**src/hw/ets_pkg.sv**
```systemverilog
// Package for the energy-saving and time-sync management register set.
// Assumes a clause 22 register port that carries accesses to registers 13 and 14.
package ets_pkg;

  // Basic register numbers that open the extended space
  localparam logic [4:0] ETS_REG_MMD_CTRL = 5'h0D;
  localparam logic [4:0] ETS_REG_MMD_DATA = 5'h0E;

  // Access-control register fields
  localparam int ETS_CTRL_FUNC_HI = 15;
  localparam int ETS_CTRL_FUNC_LO = 14;
  localparam int ETS_CTRL_DEV_HI = 4;
  localparam logic [1:0] ETS_FUNC_ADDR = 2'h0;
  localparam logic [1:0] ETS_FUNC_DATA = 2'h1;
  localparam logic [1:0] ETS_FUNC_DATA_INC_RW = 2'h2;
  localparam logic [1:0] ETS_FUNC_DATA_INC_WR = 2'h3;

  // Device numbers
  localparam logic [4:0] ETS_DEV_PMA = 5'h01;
  localparam logic [4:0] ETS_DEV_PCS = 5'h03;
  localparam logic [4:0] ETS_DEV_XS = 5'h04;
  localparam logic [4:0] ETS_DEV_AN = 5'h07;

  // Register numbers inside the devices (decimal 1, 20, 22, 60, 61, 1800..1807)
  localparam logic [15:0] ETS_ADR_STATUS1 = 16'h0001;
  localparam logic [15:0] ETS_ADR_CAP = 16'h0014;
  localparam logic [15:0] ETS_ADR_WAKE_CNT = 16'h0016;
  localparam logic [15:0] ETS_ADR_ADV = 16'h003C;
  localparam logic [15:0] ETS_ADR_LP_ADV = 16'h003D;
  localparam logic [15:0] ETS_ADR_TS_CAP = 16'h0708;
  localparam logic [15:0] ETS_ADR_TX_MAX = 16'h0709;
  localparam logic [15:0] ETS_ADR_TX_MIN = 16'h070B;
  localparam logic [15:0] ETS_ADR_RX_MAX = 16'h070D;
  localparam logic [15:0] ETS_ADR_RX_MIN = 16'h070F;

  // Bit positions
  localparam int ETS_BIT_RX_LINK = 2;
  localparam int ETS_BIT_TX_LPI_SEEN = 11;
  localparam int ETS_BIT_RX_LPI_SEEN = 10;
  localparam int ETS_BIT_TX_LPI_NOW = 9;
  localparam int ETS_BIT_RX_LPI_NOW = 8;
  localparam int ETS_BIT_EEE_1000 = 2;
  localparam int ETS_BIT_EEE_100 = 1;
  localparam int ETS_BIT_TS_RX = 1;
  localparam int ETS_BIT_TS_TX = 0;

  localparam logic [1:0] ETS_ADV_RESET = 2'h0;
  localparam logic [15:0] ETS_CNT_MAX = 16'hFFFF;
  localparam logic [15:0] ETS_ZERO16 = 16'h0000;

  // One access to the basic register set
  typedef struct packed {
    logic rd;
    logic wr;
    logic [4:0] regad;
    logic [15:0] wdata;
  } ets_mgmt_req_s;

  // Live status from the PHY core
  typedef struct packed {
    logic link_up;
    logic pma_rx_link;
    logic pcs_rx_link;
    logic tx_lpi;
    logic rx_lpi;
    logic wake_fault;
    logic an_done;
    logic [1:0] lp_adv;
  } ets_phy_status_s;

endpackage : ets_pkg

```
**src/hw/ets_mmd_regs.sv**
```systemverilog
// Indirect management register set for energy-saving status and time-sync latency.
// Assumes an upstream serial management decoder presents one access per cycle on
// mgmt_req, and that PHY status inputs are synchronous to clk_sys.
`timescale 1ns/1ns
`default_nettype none

module ets_mmd_regs
  import ets_pkg::*;
#(
  parameter logic EEE_1000_CAPABLE = 1'b1,
  parameter logic EEE_100_CAPABLE = 1'b1,
  parameter logic [1:0] PMA_TS_CAPABLE = 2'h3,
  parameter logic [1:0] XS_TS_CAPABLE = 2'h3,
  parameter logic [15:0] PMA_TX_MAX = 16'h0000,
  parameter logic [15:0] PMA_TX_MIN = 16'h0000,
  parameter logic [15:0] PMA_RX_MAX = 16'h0000,
  parameter logic [15:0] PMA_RX_MIN = 16'h0000,
  parameter logic [15:0] XS_TX_MAX = 16'h0000,
  parameter logic [15:0] XS_TX_MIN = 16'h0000,
  parameter logic [15:0] XS_RX_MAX = 16'h0000,
  parameter logic [15:0] XS_RX_MIN = 16'h0000
) (
  input wire logic clk_sys, // 50 MHz management clock
  input wire logic reset, // Hardware reset, sync, active high
  input wire logic soft_reset, // Software reset pulse, sync, active high
  input wire ets_mgmt_req_s mgmt_req, // Access to basic registers
  input wire ets_phy_status_s phy_status, // Live PHY core status
  output logic [15:0] rdata, // Read data of last read
  output logic rdata_valid, // One-cycle pulse with rdata
  output logic [1:0] next_page_adv // Advertisement for the next page
);

  typedef struct packed {
    logic [1:0] func;
    logic [4:0] devad;
    logic [15:0] addr;
    logic pma_link_ll;
    logic pcs_link_ll;
    logic tx_lpi_lh;
    logic rx_lpi_lh;
    logic [15:0] wake_cnt;
    logic [1:0] adv;
    logic [1:0] lp_adv;
    logic [15:0] rdata;
    logic rvalid;
  } ets_state_s;

  ets_state_s st;
  ets_state_s next_st;

  logic acc_data;
  logic rd_hit;
  logic wr_hit;
  logic [15:0] mmd_rd;
  logic ts_zero;

  // One word per register keeps the device mux a plain selector
  logic [15:0] pma_status_word;
  logic [15:0] pma_ts_cap_word;
  logic [15:0] pma_tx_max_word;
  logic [15:0] pma_tx_min_word;
  logic [15:0] pma_rx_max_word;
  logic [15:0] pma_rx_min_word;
  logic [15:0] pcs_status_word;
  logic [15:0] eee_cap_word;
  logic [15:0] wake_cnt_word;
  logic [15:0] xs_ts_cap_word;
  logic [15:0] xs_tx_max_word;
  logic [15:0] xs_tx_min_word;
  logic [15:0] xs_rx_max_word;
  logic [15:0] xs_rx_min_word;
  logic [15:0] adv_word;
  logic [15:0] lp_adv_word;
  logic [15:0] pma_rd;
  logic [15:0] pcs_rd;
  logic [15:0] xs_rd;
  logic [15:0] an_rd;

  always_comb begin
    // Data function on register 14 reaches the extended space
    acc_data = (mgmt_req.regad == ETS_REG_MMD_DATA) && (st.func != ETS_FUNC_ADDR);
    rd_hit = acc_data && mgmt_req.rd;
    wr_hit = acc_data && mgmt_req.wr;
    // Gating follows the live level, so a read in the drop cycle already returns zero
    ts_zero = !phy_status.link_up;
  end

  // Reserved bits of every status word read zero
  always_comb begin
    pma_status_word = ETS_ZERO16;
    pma_status_word[ETS_BIT_RX_LINK] = st.pma_link_ll;
    pcs_status_word = ETS_ZERO16;
    pcs_status_word[ETS_BIT_TX_LPI_SEEN] = st.tx_lpi_lh;
    pcs_status_word[ETS_BIT_RX_LPI_SEEN] = st.rx_lpi_lh;
    pcs_status_word[ETS_BIT_TX_LPI_NOW] = phy_status.tx_lpi;
    pcs_status_word[ETS_BIT_RX_LPI_NOW] = phy_status.rx_lpi;
    pcs_status_word[ETS_BIT_RX_LINK] = st.pcs_link_ll;
    eee_cap_word = ETS_ZERO16;
    eee_cap_word[ETS_BIT_EEE_1000] = EEE_1000_CAPABLE;
    eee_cap_word[ETS_BIT_EEE_100] = EEE_100_CAPABLE;
    wake_cnt_word = st.wake_cnt;
  end

  // Gating at the word keeps every later path from leaking latency values
  always_comb begin
    pma_ts_cap_word = ETS_ZERO16;
    pma_tx_max_word = ETS_ZERO16;
    pma_tx_min_word = ETS_ZERO16;
    pma_rx_max_word = ETS_ZERO16;
    pma_rx_min_word = ETS_ZERO16;

    if (!ts_zero) begin
      pma_ts_cap_word[ETS_BIT_TS_RX] = PMA_TS_CAPABLE[ETS_BIT_TS_RX];
      pma_ts_cap_word[ETS_BIT_TS_TX] = PMA_TS_CAPABLE[ETS_BIT_TS_TX];
      pma_tx_max_word = PMA_TX_MAX;
      pma_tx_min_word = PMA_TX_MIN;
      pma_rx_max_word = PMA_RX_MAX;
      pma_rx_min_word = PMA_RX_MIN;
    end
  end

  always_comb begin
    xs_ts_cap_word = ETS_ZERO16;
    xs_tx_max_word = ETS_ZERO16;
    xs_tx_min_word = ETS_ZERO16;
    xs_rx_max_word = ETS_ZERO16;
    xs_rx_min_word = ETS_ZERO16;

    if (!ts_zero) begin
      xs_ts_cap_word[ETS_BIT_TS_RX] = XS_TS_CAPABLE[ETS_BIT_TS_RX];
      xs_ts_cap_word[ETS_BIT_TS_TX] = XS_TS_CAPABLE[ETS_BIT_TS_TX];
      xs_tx_max_word = XS_TX_MAX;
      xs_tx_min_word = XS_TX_MIN;
      xs_rx_max_word = XS_RX_MAX;
      xs_rx_min_word = XS_RX_MIN;
    end
  end

  always_comb begin
    adv_word = ETS_ZERO16;
    adv_word[ETS_BIT_EEE_1000] = st.adv[1];
    adv_word[ETS_BIT_EEE_100] = st.adv[0];
    lp_adv_word = ETS_ZERO16;
    lp_adv_word[ETS_BIT_EEE_1000] = st.lp_adv[1];
    lp_adv_word[ETS_BIT_EEE_100] = st.lp_adv[0];
  end

  // Per-device selectors; unknown register numbers read zero
  always_comb begin
    pma_rd = ETS_ZERO16;
    case (st.addr)
      ETS_ADR_STATUS1: pma_rd = pma_status_word;
      ETS_ADR_TS_CAP: pma_rd = pma_ts_cap_word;
      ETS_ADR_TX_MAX: pma_rd = pma_tx_max_word;
      ETS_ADR_TX_MIN: pma_rd = pma_tx_min_word;
      ETS_ADR_RX_MAX: pma_rd = pma_rx_max_word;
      ETS_ADR_RX_MIN: pma_rd = pma_rx_min_word;
      default: pma_rd = ETS_ZERO16;
    endcase
  end

  always_comb begin
    pcs_rd = ETS_ZERO16;
    case (st.addr)
      ETS_ADR_STATUS1: pcs_rd = pcs_status_word;
      ETS_ADR_CAP: pcs_rd = eee_cap_word;
      ETS_ADR_WAKE_CNT: pcs_rd = wake_cnt_word;
      default: pcs_rd = ETS_ZERO16;
    endcase
  end

  always_comb begin
    xs_rd = ETS_ZERO16;
    case (st.addr)
      ETS_ADR_TS_CAP: xs_rd = xs_ts_cap_word;
      ETS_ADR_TX_MAX: xs_rd = xs_tx_max_word;
      ETS_ADR_TX_MIN: xs_rd = xs_tx_min_word;
      ETS_ADR_RX_MAX: xs_rd = xs_rx_max_word;
      ETS_ADR_RX_MIN: xs_rd = xs_rx_min_word;
      default: xs_rd = ETS_ZERO16;
    endcase
  end

  always_comb begin
    an_rd = ETS_ZERO16;
    case (st.addr)
      ETS_ADR_ADV: an_rd = adv_word;
      ETS_ADR_LP_ADV: an_rd = lp_adv_word;
      default: an_rd = ETS_ZERO16;
    endcase
  end

  // Only the device selected in register 13 answers
  always_comb begin
    mmd_rd = ETS_ZERO16;
    case (st.devad)
      ETS_DEV_PMA: mmd_rd = pma_rd;
      ETS_DEV_PCS: mmd_rd = pcs_rd;
      ETS_DEV_XS: mmd_rd = xs_rd;
      ETS_DEV_AN: mmd_rd = an_rd;
      default: mmd_rd = ETS_ZERO16;
    endcase
  end

  logic rd_pma_st;
  logic rd_pcs_st;
  logic rd_cnt;
  logic ctrl_wr;
  logic addr_wr;
  logic adv_wr;
  logic inc_step;
  logic [15:0] ctrl_word;
  logic [15:0] bus_rd_word;
  logic [15:0] next_addr;
  logic [1:0] next_adv;
  logic [1:0] next_lp_adv;
  logic next_pma_ll;
  logic next_pcs_ll;
  logic next_tx_lh;
  logic next_rx_lh;
  logic [15:0] next_wake_cnt;

  // Side effects decode the register addressed before this cycle's writes
  always_comb begin
    rd_pma_st = rd_hit && (st.devad == ETS_DEV_PMA) && (st.addr == ETS_ADR_STATUS1);
    rd_pcs_st = rd_hit && (st.devad == ETS_DEV_PCS) && (st.addr == ETS_ADR_STATUS1);
    rd_cnt = rd_hit && (st.devad == ETS_DEV_PCS) && (st.addr == ETS_ADR_WAKE_CNT);
    ctrl_wr = mgmt_req.wr && (mgmt_req.regad == ETS_REG_MMD_CTRL);
    addr_wr = mgmt_req.wr && (mgmt_req.regad == ETS_REG_MMD_DATA) &&
              (st.func == ETS_FUNC_ADDR);
    adv_wr = wr_hit && (st.devad == ETS_DEV_AN) && (st.addr == ETS_ADR_ADV);
    // Post-increment functions step the address after each data write; only ETS_FUNC_DATA_INC_RW also steps after reads
    inc_step = (rd_hit && st.func == ETS_FUNC_DATA_INC_RW) ||
               (wr_hit && (st.func == ETS_FUNC_DATA_INC_RW || st.func == ETS_FUNC_DATA_INC_WR));
  end

  // Register 13 reads back function and device; the middle bits read zero
  always_comb begin
    ctrl_word = ETS_ZERO16;
    ctrl_word[ETS_CTRL_FUNC_HI:ETS_CTRL_FUNC_LO] = st.func;
    ctrl_word[ETS_CTRL_DEV_HI:0] = st.devad;
  end

  // Register 14 returns the shared address while the address function is selected
  always_comb begin
    bus_rd_word = ETS_ZERO16;
    case (mgmt_req.regad)
      ETS_REG_MMD_CTRL: bus_rd_word = ctrl_word;
      ETS_REG_MMD_DATA: bus_rd_word = acc_data ? mmd_rd : st.addr;
      default: bus_rd_word = ETS_ZERO16;
    endcase
  end

  // One address register serves every device; the increment wraps at the top
  always_comb begin
    next_addr = st.addr;
    if (addr_wr) begin
      next_addr = mgmt_req.wdata;
    end
    if (inc_step) begin
      next_addr = st.addr + 16'h0001;
    end
  end

  // Only the advertisement bits take writes; partner register ignores them
  always_comb begin
    next_adv = st.adv;
    if (adv_wr) begin
      next_adv[1] = mgmt_req.wdata[ETS_BIT_EEE_1000];
      next_adv[0] = mgmt_req.wdata[ETS_BIT_EEE_100];
    end
  end

  always_comb begin
    next_lp_adv = st.lp_adv;
    if (phy_status.an_done) begin
      next_lp_adv = phy_status.lp_adv;
    end
  end

  // Latch-low: a read rearms to the live level, so a drop in the read cycle is kept
  always_comb begin
    next_pma_ll = phy_status.pma_rx_link &
                  (rd_pma_st | st.pma_link_ll);
    next_pcs_ll = phy_status.pcs_rx_link &
                  (rd_pcs_st | st.pcs_link_ll);
    // Latch-high: a new event wins over the clear from a read
    next_tx_lh = phy_status.tx_lpi | (st.tx_lpi_lh & !rd_pcs_st);
    next_rx_lh = phy_status.rx_lpi | (st.rx_lpi_lh & !rd_pcs_st);
  end

  // A fault in the reading cycle restarts the count at one rather than being lost
  always_comb begin
    next_wake_cnt = st.wake_cnt;
    if (rd_cnt) begin
      next_wake_cnt = phy_status.wake_fault ? 16'h0001 : ETS_ZERO16;
    end else if (phy_status.wake_fault && st.wake_cnt != ETS_CNT_MAX) begin
      next_wake_cnt = st.wake_cnt + 16'h0001;
    end
  end

  always_comb begin
    next_st = st;
    next_st.rvalid = mgmt_req.rd;

    // Read data holds between reads and shows state before this cycle's side effects
    if (mgmt_req.rd) begin
      next_st.rdata = bus_rd_word;
    end

    // Access-control writes
    if (ctrl_wr) begin
      next_st.func = mgmt_req.wdata[ETS_CTRL_FUNC_HI:ETS_CTRL_FUNC_LO];
      next_st.devad = mgmt_req.wdata[ETS_CTRL_DEV_HI:0];
    end

    next_st.addr = next_addr;
    next_st.adv = next_adv;
    next_st.lp_adv = next_lp_adv;
    next_st.pma_link_ll = next_pma_ll;
    next_st.pcs_link_ll = next_pcs_ll;
    next_st.tx_lpi_lh = next_tx_lh;
    next_st.rx_lpi_lh = next_rx_lh;
    next_st.wake_cnt = next_wake_cnt;
  end

  always_ff @(posedge clk_sys) begin
    if (reset || soft_reset) begin
      // Both resets clear alike; latch-low bits restart high so no false drop is seen
      st.func <= ETS_FUNC_ADDR;
      st.devad <= 5'h00;
      st.addr <= ETS_ZERO16;
      st.pma_link_ll <= 1'b1;
      st.pcs_link_ll <= 1'b1;
      st.tx_lpi_lh <= 1'b0;
      st.rx_lpi_lh <= 1'b0;
      st.wake_cnt <= ETS_ZERO16;
      st.adv <= ETS_ADV_RESET;
      st.lp_adv <= 2'h0;
      st.rdata <= ETS_ZERO16;
      st.rvalid <= 1'b0;
    end else begin
      st <= next_st;
    end
  end

  assign rdata = st.rdata;
  assign rdata_valid = st.rvalid;
  assign next_page_adv = st.adv;

endmodule : ets_mmd_regs

`default_nettype wire

```
**config.mk**
```make
export PLATFORM = sky130hd
export DESIGN_NAME = ets_mmd_regs
export DESIGN_NICKNAME = d
export VERILOG_FILES = /design/src/hw/ets_pkg.sv /design/src/hw/ets_mmd_regs.sv
export SDC_FILE = /design/constraint.sdc
export NUM_CORES = 1
export LEC_CHECK = 0
export ABC_AREA = 1
export BUFFER_PORTS_ARGS = -buffer_cell sky130_fd_sc_hd__buf_2
export CAP_MARGIN = 15
export CORE_ASPECT_RATIO = 1.25
export CORE_MARGIN = 8
export CORE_UTILIZATION = 53
export CTS_CLUSTER_SIZE = 24
export DETAILED_ROUTE_END_ITERATION = 12
export PLACE_DENSITY = 0.78
export REMOVE_ABC_BUFFERS = 1
export SETUP_SLACK_MARGIN = 0.5
export SLEW_MARGIN = 5
export SYNTH_ARGS = -nofsm -noshare
export SYNTH_HDL_FRONTEND = slang
export SYNTH_SLANG_ARGS = --single-unit
```
**constraint.sdc**
```tcl
create_clock -name clk_sys -period 1.7 [get_ports clk_sys]
set_input_delay 0.085 -clock clk_sys [delete_from_list [all_inputs] [get_ports clk_sys]]
set_output_delay 0.085 -clock clk_sys [all_outputs]
set_load 0.02 [all_outputs]
```
Word level (Yosys, flattened, before mapping)
Index checks and enable logic that the tools add are counted.
Cells by class
  $add $sub $neg: 2
  equal/unequal tests: 15
  multiplexer cells: 13
  bitwise logic cells: 8
  reductions and logical operators: 24
Operators by type and width (number)
  $mux W16: 5
  $pmux W16 S4: 1
  $pmux W16 S3: 1
  $add A16 B1 Y16 const B: 2
  $eq A16 B5 Y1 const B: 2
  $eq A16 B6 Y1 const B: 2
  $pmux W16 S2: 1
  $eq A16 B1 Y1 const B: 1
  $eq A16 B11 Y1 const B: 1
  $logic_and A1 B1 Y1: 16
  $ne A16 B16 Y1 const B: 1
  $pmux W3 S2: 2
  $eq A5 B3 Y1 const B: 2
  $eq A5 B4 Y1 const B: 2
  $reduce_bool A2 Y1: 3
  $eq A5 B1 Y1 const B: 1
  $eq A5 B2 Y1 const B: 1
  $and A1 B1 Y1: 4
  $eq A2 B2 Y1 const B: 2
  $mux W2: 2
  $or A1 B1 Y1: 4
  $logic_or A1 B1 Y1: 3
  $logic_not A2 Y1: 1
  $logic_not A1 Y1: 1
  $mux W1: 1
Word-level totals
  register bits: 64
  bits of input ports: 35
  output and inout port bits: 19
  word-level logic and storage cells: 74

Logic depth before layout (Yosys ltp)
  depth after elaboration: 8
  depth in mapped cells: 14

Least setup slack after synthesis
Ideal clock, no wire load.
  kind: reg2reg
  start: register st, in the netlist wake_cnt_word[0]
  end: register st, in the netlist wake_cnt_word[0]
  arrival: 1636 ps
  data required time: 1583 ps
  setup slack: -53 ps
  cell stages (with the launch flop): 14
  clock period less this slack: 1753 ps
  path through: dfxtp_1 -> ha_1 -> inv_1 -> nor2_2 -> nand2_1 -> nor2_2 -> nand2_2 -> nor2_4 -> nand3_2 -> nand2_4 -> nand2_4 -> buf_6 -> o21ai_0 -> nor2_1
Between the ends
  cells in the longest elaborated chain, start to end: 3
  elaborated cells between the ends (all ways): 6
  those cells by class: add/sub: 1; eq/ne: 1; mux: 2; reduce/logical: 2
RTL lines
  start, declared: line ets_mmd_regs.sv:48  | ets_state_s st;
  start signal, assigned: line ets_mmd_regs.sv:343  | st <= next_st;
  $add A16 B1 Y16 / $ne A16 B16 Y1 (equally long branches): line ets_mmd_regs.sv:298, ets_mmd_regs.sv:297
  $mux W16 / $logic_and A1 B1 Y1 (equally long branches): line ets_mmd_regs.sv:297  | end else if (phy_status.wake_fault && st.wake_cnt != ETS_CNT_MAX) begin
  $mux W16 / $reduce_bool A2 Y1 (equally long branches)
Parallel ways exist; a longest one is shown, timed or not. The select of a mux whose other input is x is not followed.
A chain may end at the register's enable or synchronous reset.

Worst setup path after layout
  start: register st[55] (netlist bit)
  end: register rdata[1] (netlist name)
Between the ends
  cells in the longest elaborated chain, start to end: 5
  elaborated cells between the ends (all ways): 13
  those cells by class: eq/ne: 6; mux: 7
RTL lines
  $eq A16 B5 Y1, or another cell as far along: line ets_mmd_regs.sv:164  | case (st.addr)
  $pmux W16 S3, or another cell as far along: line ets_mmd_regs.sv:164
  $pmux W16 S4 *: line ets_mmd_regs.sv:196  | case (st.devad)
  $mux W16 *: line ets_mmd_regs.sv:249  | ETS_REG_MMD_DATA: bus_rd_word = acc_data ? mmd_rd : st.addr;
  $pmux W16 S2 *: line ets_mmd_regs.sv:247  | case (mgmt_req.regad)
Mark *: on every way between the ends. The rest lies on a longest branch, timed or not.

==> summary.md <==
| Metric | Value |
|---|---|
| Outcome | finished with violations |
| Failing checks | negative setup slack |
| Worst EP arrival | 2370 ps |
| Diodes inserted | 0 |
| Leading area contributor after synthesis | dfxtp_1 |
| Die ar. | 0.0106 mm2 |
| Clk pin slew, worst setup/hold paths | 80 ps |
| Clock root buffer | clkbuf_8 |
| Crit-path slowest cell | dfxtp_2 |
| Nets | 770 |
| DRT iter0 DRCs | 865 |
| Hold WC Path Type | input port to register |
| Register bit total from synthesis | 64 |
| CTS tree | built |
| CP Capture Type | register |
| Commonest cells after routing, fill and taps aside | nand2_1 (101), buf_4 (60), inv_1 (56) |
| First-pass GRT wire length | 22.5 mm |
| Vias in the first global route | 4659 |
| Synth top area share | 32.0% |
| Reg2Reg Setup Slack | -390 ps |
| Mean Syn Cell Area | 6.68 um2 |
| Clock skew | 16.4 ps |
| RSZ-0062 raised after global routing | true |
| Drt wl/cell | 22.2 um |
| Most Frequent Cell on Critical Path | nand2_1 |
| CP Cell Sequence | nor2_2 -> nand2_2 -> nor2_4 -> buf_6 -> buf_6 -> nand3b_1 -> nand2_1 -> nand3_2 -> nand2_1 -> nand2_1 -> nand2_1 -> nand2_1 -> a21oi_1 |
| Port Buffers | 53 |
| Clock tree buffer depth | 2 |
| Final Hold Viols | 0 |
| IO Pins | 54 |
| CP startpoint kind | register |
| Post-detail-place hpwl | 9.18 mm |
| Routed Antenna Nets | 0 |
| Num rows | 35 |
| Register area share after synthesis | 32.0% |
| Synth top area cells | dfxtp_1 (32%), nand2_1 (11%), nand3_1 (8.2%), inv_1 (6.2%), a21oi_1 (5.9%) |
| Router iterations before antenna repair | 7 |
| Mapped cell area | 0.00401 mm2 |
| Cell variety after synth | 38 |
| Setup WS pre-CTS | -117 ps |
| Gr usage total | 26.7% |
| Max_slew headroom | 49.6% |
| WP data required | 1980 ps |
| Core Util, Final | 81.3% |
| GP Congestion | 0.918 |
| # Max-Cap Violations | 0 |
| Chip Width | 93.8 um |
| Overall power | 3030 uW |
| Minimum clock period after layout | 2090 ps |
| Grt ovf | 0 |
| Via count | 5343 |
| Share of layout cells above drive strength 1 | 44.1% |
| Initial Util | 54.4% |
| Routed vias/inst | 6.46 |
| Dpl cell area | 0.00447 mm2 |
| Finished Cell Area | 0.00598 mm2 |
| Max incr delay on CP | 340 ps |
| Die height | 113 um |
| Period utilization | 123% |
| Routed WL | 18.4 mm |
| Largest net degree at the start of global routing | 22 |
| CP max FO | 5 |
| Max VDD drop | 0.467 mV |
| Yosys warning count | 0 |
| Initial antenna violation count | 1 |
| Layout area overhead | 49.3% |
| CTS sink count | 64 |
| Least-Margin Pin Slew | 755 ps |
| Number of remaining DRC errors | 0 |
| Mapped Cells | 600 |
| CP Class | register to register |
| Leakage dissipation | 0.00243 uW |
| PD cells | 507 mW/mm2 |
| Worst-skew pair later-pin latency | 370 ps |
| Num CTS Buffers | 9 |
| Setup ws final | -390 ps |
| Number of setup violations in the final report | 42 |
| Final hold slack | 3.67 ps |
| Core box area | 0.00736 mm2 |
| Fmax | 478 MHz |
| Commonest non-fill, non-tap cell in the layout | nand2_1 |
| Slew Viols, Final | 0 |
| CTS HTree Levels | 3 |
per-stage QoR:
stage | std cells | TNS (ps)
floorplan | 561 | -140
global placement | 751 | -222
detailed placement | 751 | -896
CTS | 795 | -3.78
global route | 827 | -8320
finish | 827 | -5110
layer usage:
metal  vias to the layer above  GRT usage [%]  routed length (um)  part of all wire (%)
met5                         -              0                   0                     0
met4                         0           19.4                1570                   8.6
met3                       179           5.03                2130                    12
met2                       527           45.6                8730                    48
met1                      2417           28.4                5930                    32
li1                       2220              -                   -                     -
final cells by class:
| cell class | instances | area [um2] |
|---|---|---|
| tap | 92 | 115 |
| fill | 386 | 1380 |
| sequential | 64 | 1310 |
| clock inverter | 5 | 32.5 |
| clock buffer | 11 | 141 |
| inverter | 71 | 320 |
| multi-input combinational | 427 | 2830 |
| timing repair buffer | 157 | 1230 |
sequential cells by signal, indices dropped and copies added (netlist names):
name and cells:
rdata 16, st 16, wake_cnt_word 16, ctrl_word 7, pcs_status_word 3, lp_adv_word 2
next_page_adv 2, pma_status_word 1, rdata_valid 1
power by group:
| part | internal [uW] | total [uW] | switching (uW) |
|---|---|---|---|
| Clock | 564 | 1240 | 675 |
| Sequential | 1510 | 1520 | 10.3 |
| Combinational | 103 | 273 | 171 |
final timing paths:
path | from | endpoint | cells past startpoint
worst max-delay path | st[55]$_SDFFE_PP0P_ | rdata[1]$_SDFFE_PP0P_ | 13
worst min-delay path | mgmt_req[6] | st[47]$_SDFFE_PP0P_ | 3
worst max register to register | st[55]$_SDFFE_PP0P_ | rdata[1]$_SDFFE_PP0P_ | 13
worst min register to register | rdata[13]$_SDFFE_PP0P_ | rdata[13]$_SDFFE_PP0P_ | 2
Yosys cell counts:
| master | count |
|---|---|
| and2_1 | 2 |
| a21oi_1 | 47 |
| o22ai_1 | 7 |
| buf_1 | 1 |
| or2_0 | 1 |
| o21ai_1 | 7 |
| nand3_4 | 1 |
| buf_6 | 3 |
| nor2_2 | 9 |
| a211oi_1 | 2 |
| a31oi_1 | 9 |
| o21ai_0 | 30 |
| o21ai_2 | 3 |
| nand2_4 | 2 |
| o31ai_1 | 5 |
| nor2_4 | 4 |
| ha_1 | 5 |
| xor2_1 | 14 |
| inv_2 | 5 |
| nor3_4 | 1 |
| dfxtp_1 | 64 |
| nor4_1 | 4 |
| nand3_2 | 3 |
| clkbuf_1 | 11 |
| nand3_1 | 66 |
| buf_2 | 2 |
| nand3b_1 | 3 |
| nand4_1 | 8 |
| nand2_1 | 122 |
| o21ai_4 | 1 |
| a21oi_2 | 1 |
| o211ai_1 | 1 |
| inv_1 | 66 |
| nor3_2 | 3 |
| nor2_1 | 53 |
| nor3_1 | 8 |
| nand2_2 | 4 |
| buf_4 | 22 |
cell families (layout without fill, tap and decap cells):
group,Yosys count,after routing,synth area share [%]
buffers and inverters,110,244,13.0
and+or+nand+nor,294,295,34.6
adders and majority gates,5,5,1.56
xor gates and xnor gates,14,14,3.06
DFF,64,64,32.0
AOI/OAI and AO/OA,113,113,15.8
critical path, delay by kind of cell (launching register included):
kind | cells | cell delay (ps)
AND/OR/NAND/NOR | 10 | 1230
flip-flops | 1 | 340
buffers and inverters | 2 | 220
AO/OA/AOI/OAI | 1 | 220
repair_timing:
item,4_1_cts,5_1_grt
hold buffers,8,0
pin swaps,54,64
setup endpoints to repair,54,62
resized for setup,129,100
cloned,1,0
endpoints found under the hold margin,6,0
setup buffers,19,33
Power figures use the tool's default switching activity.
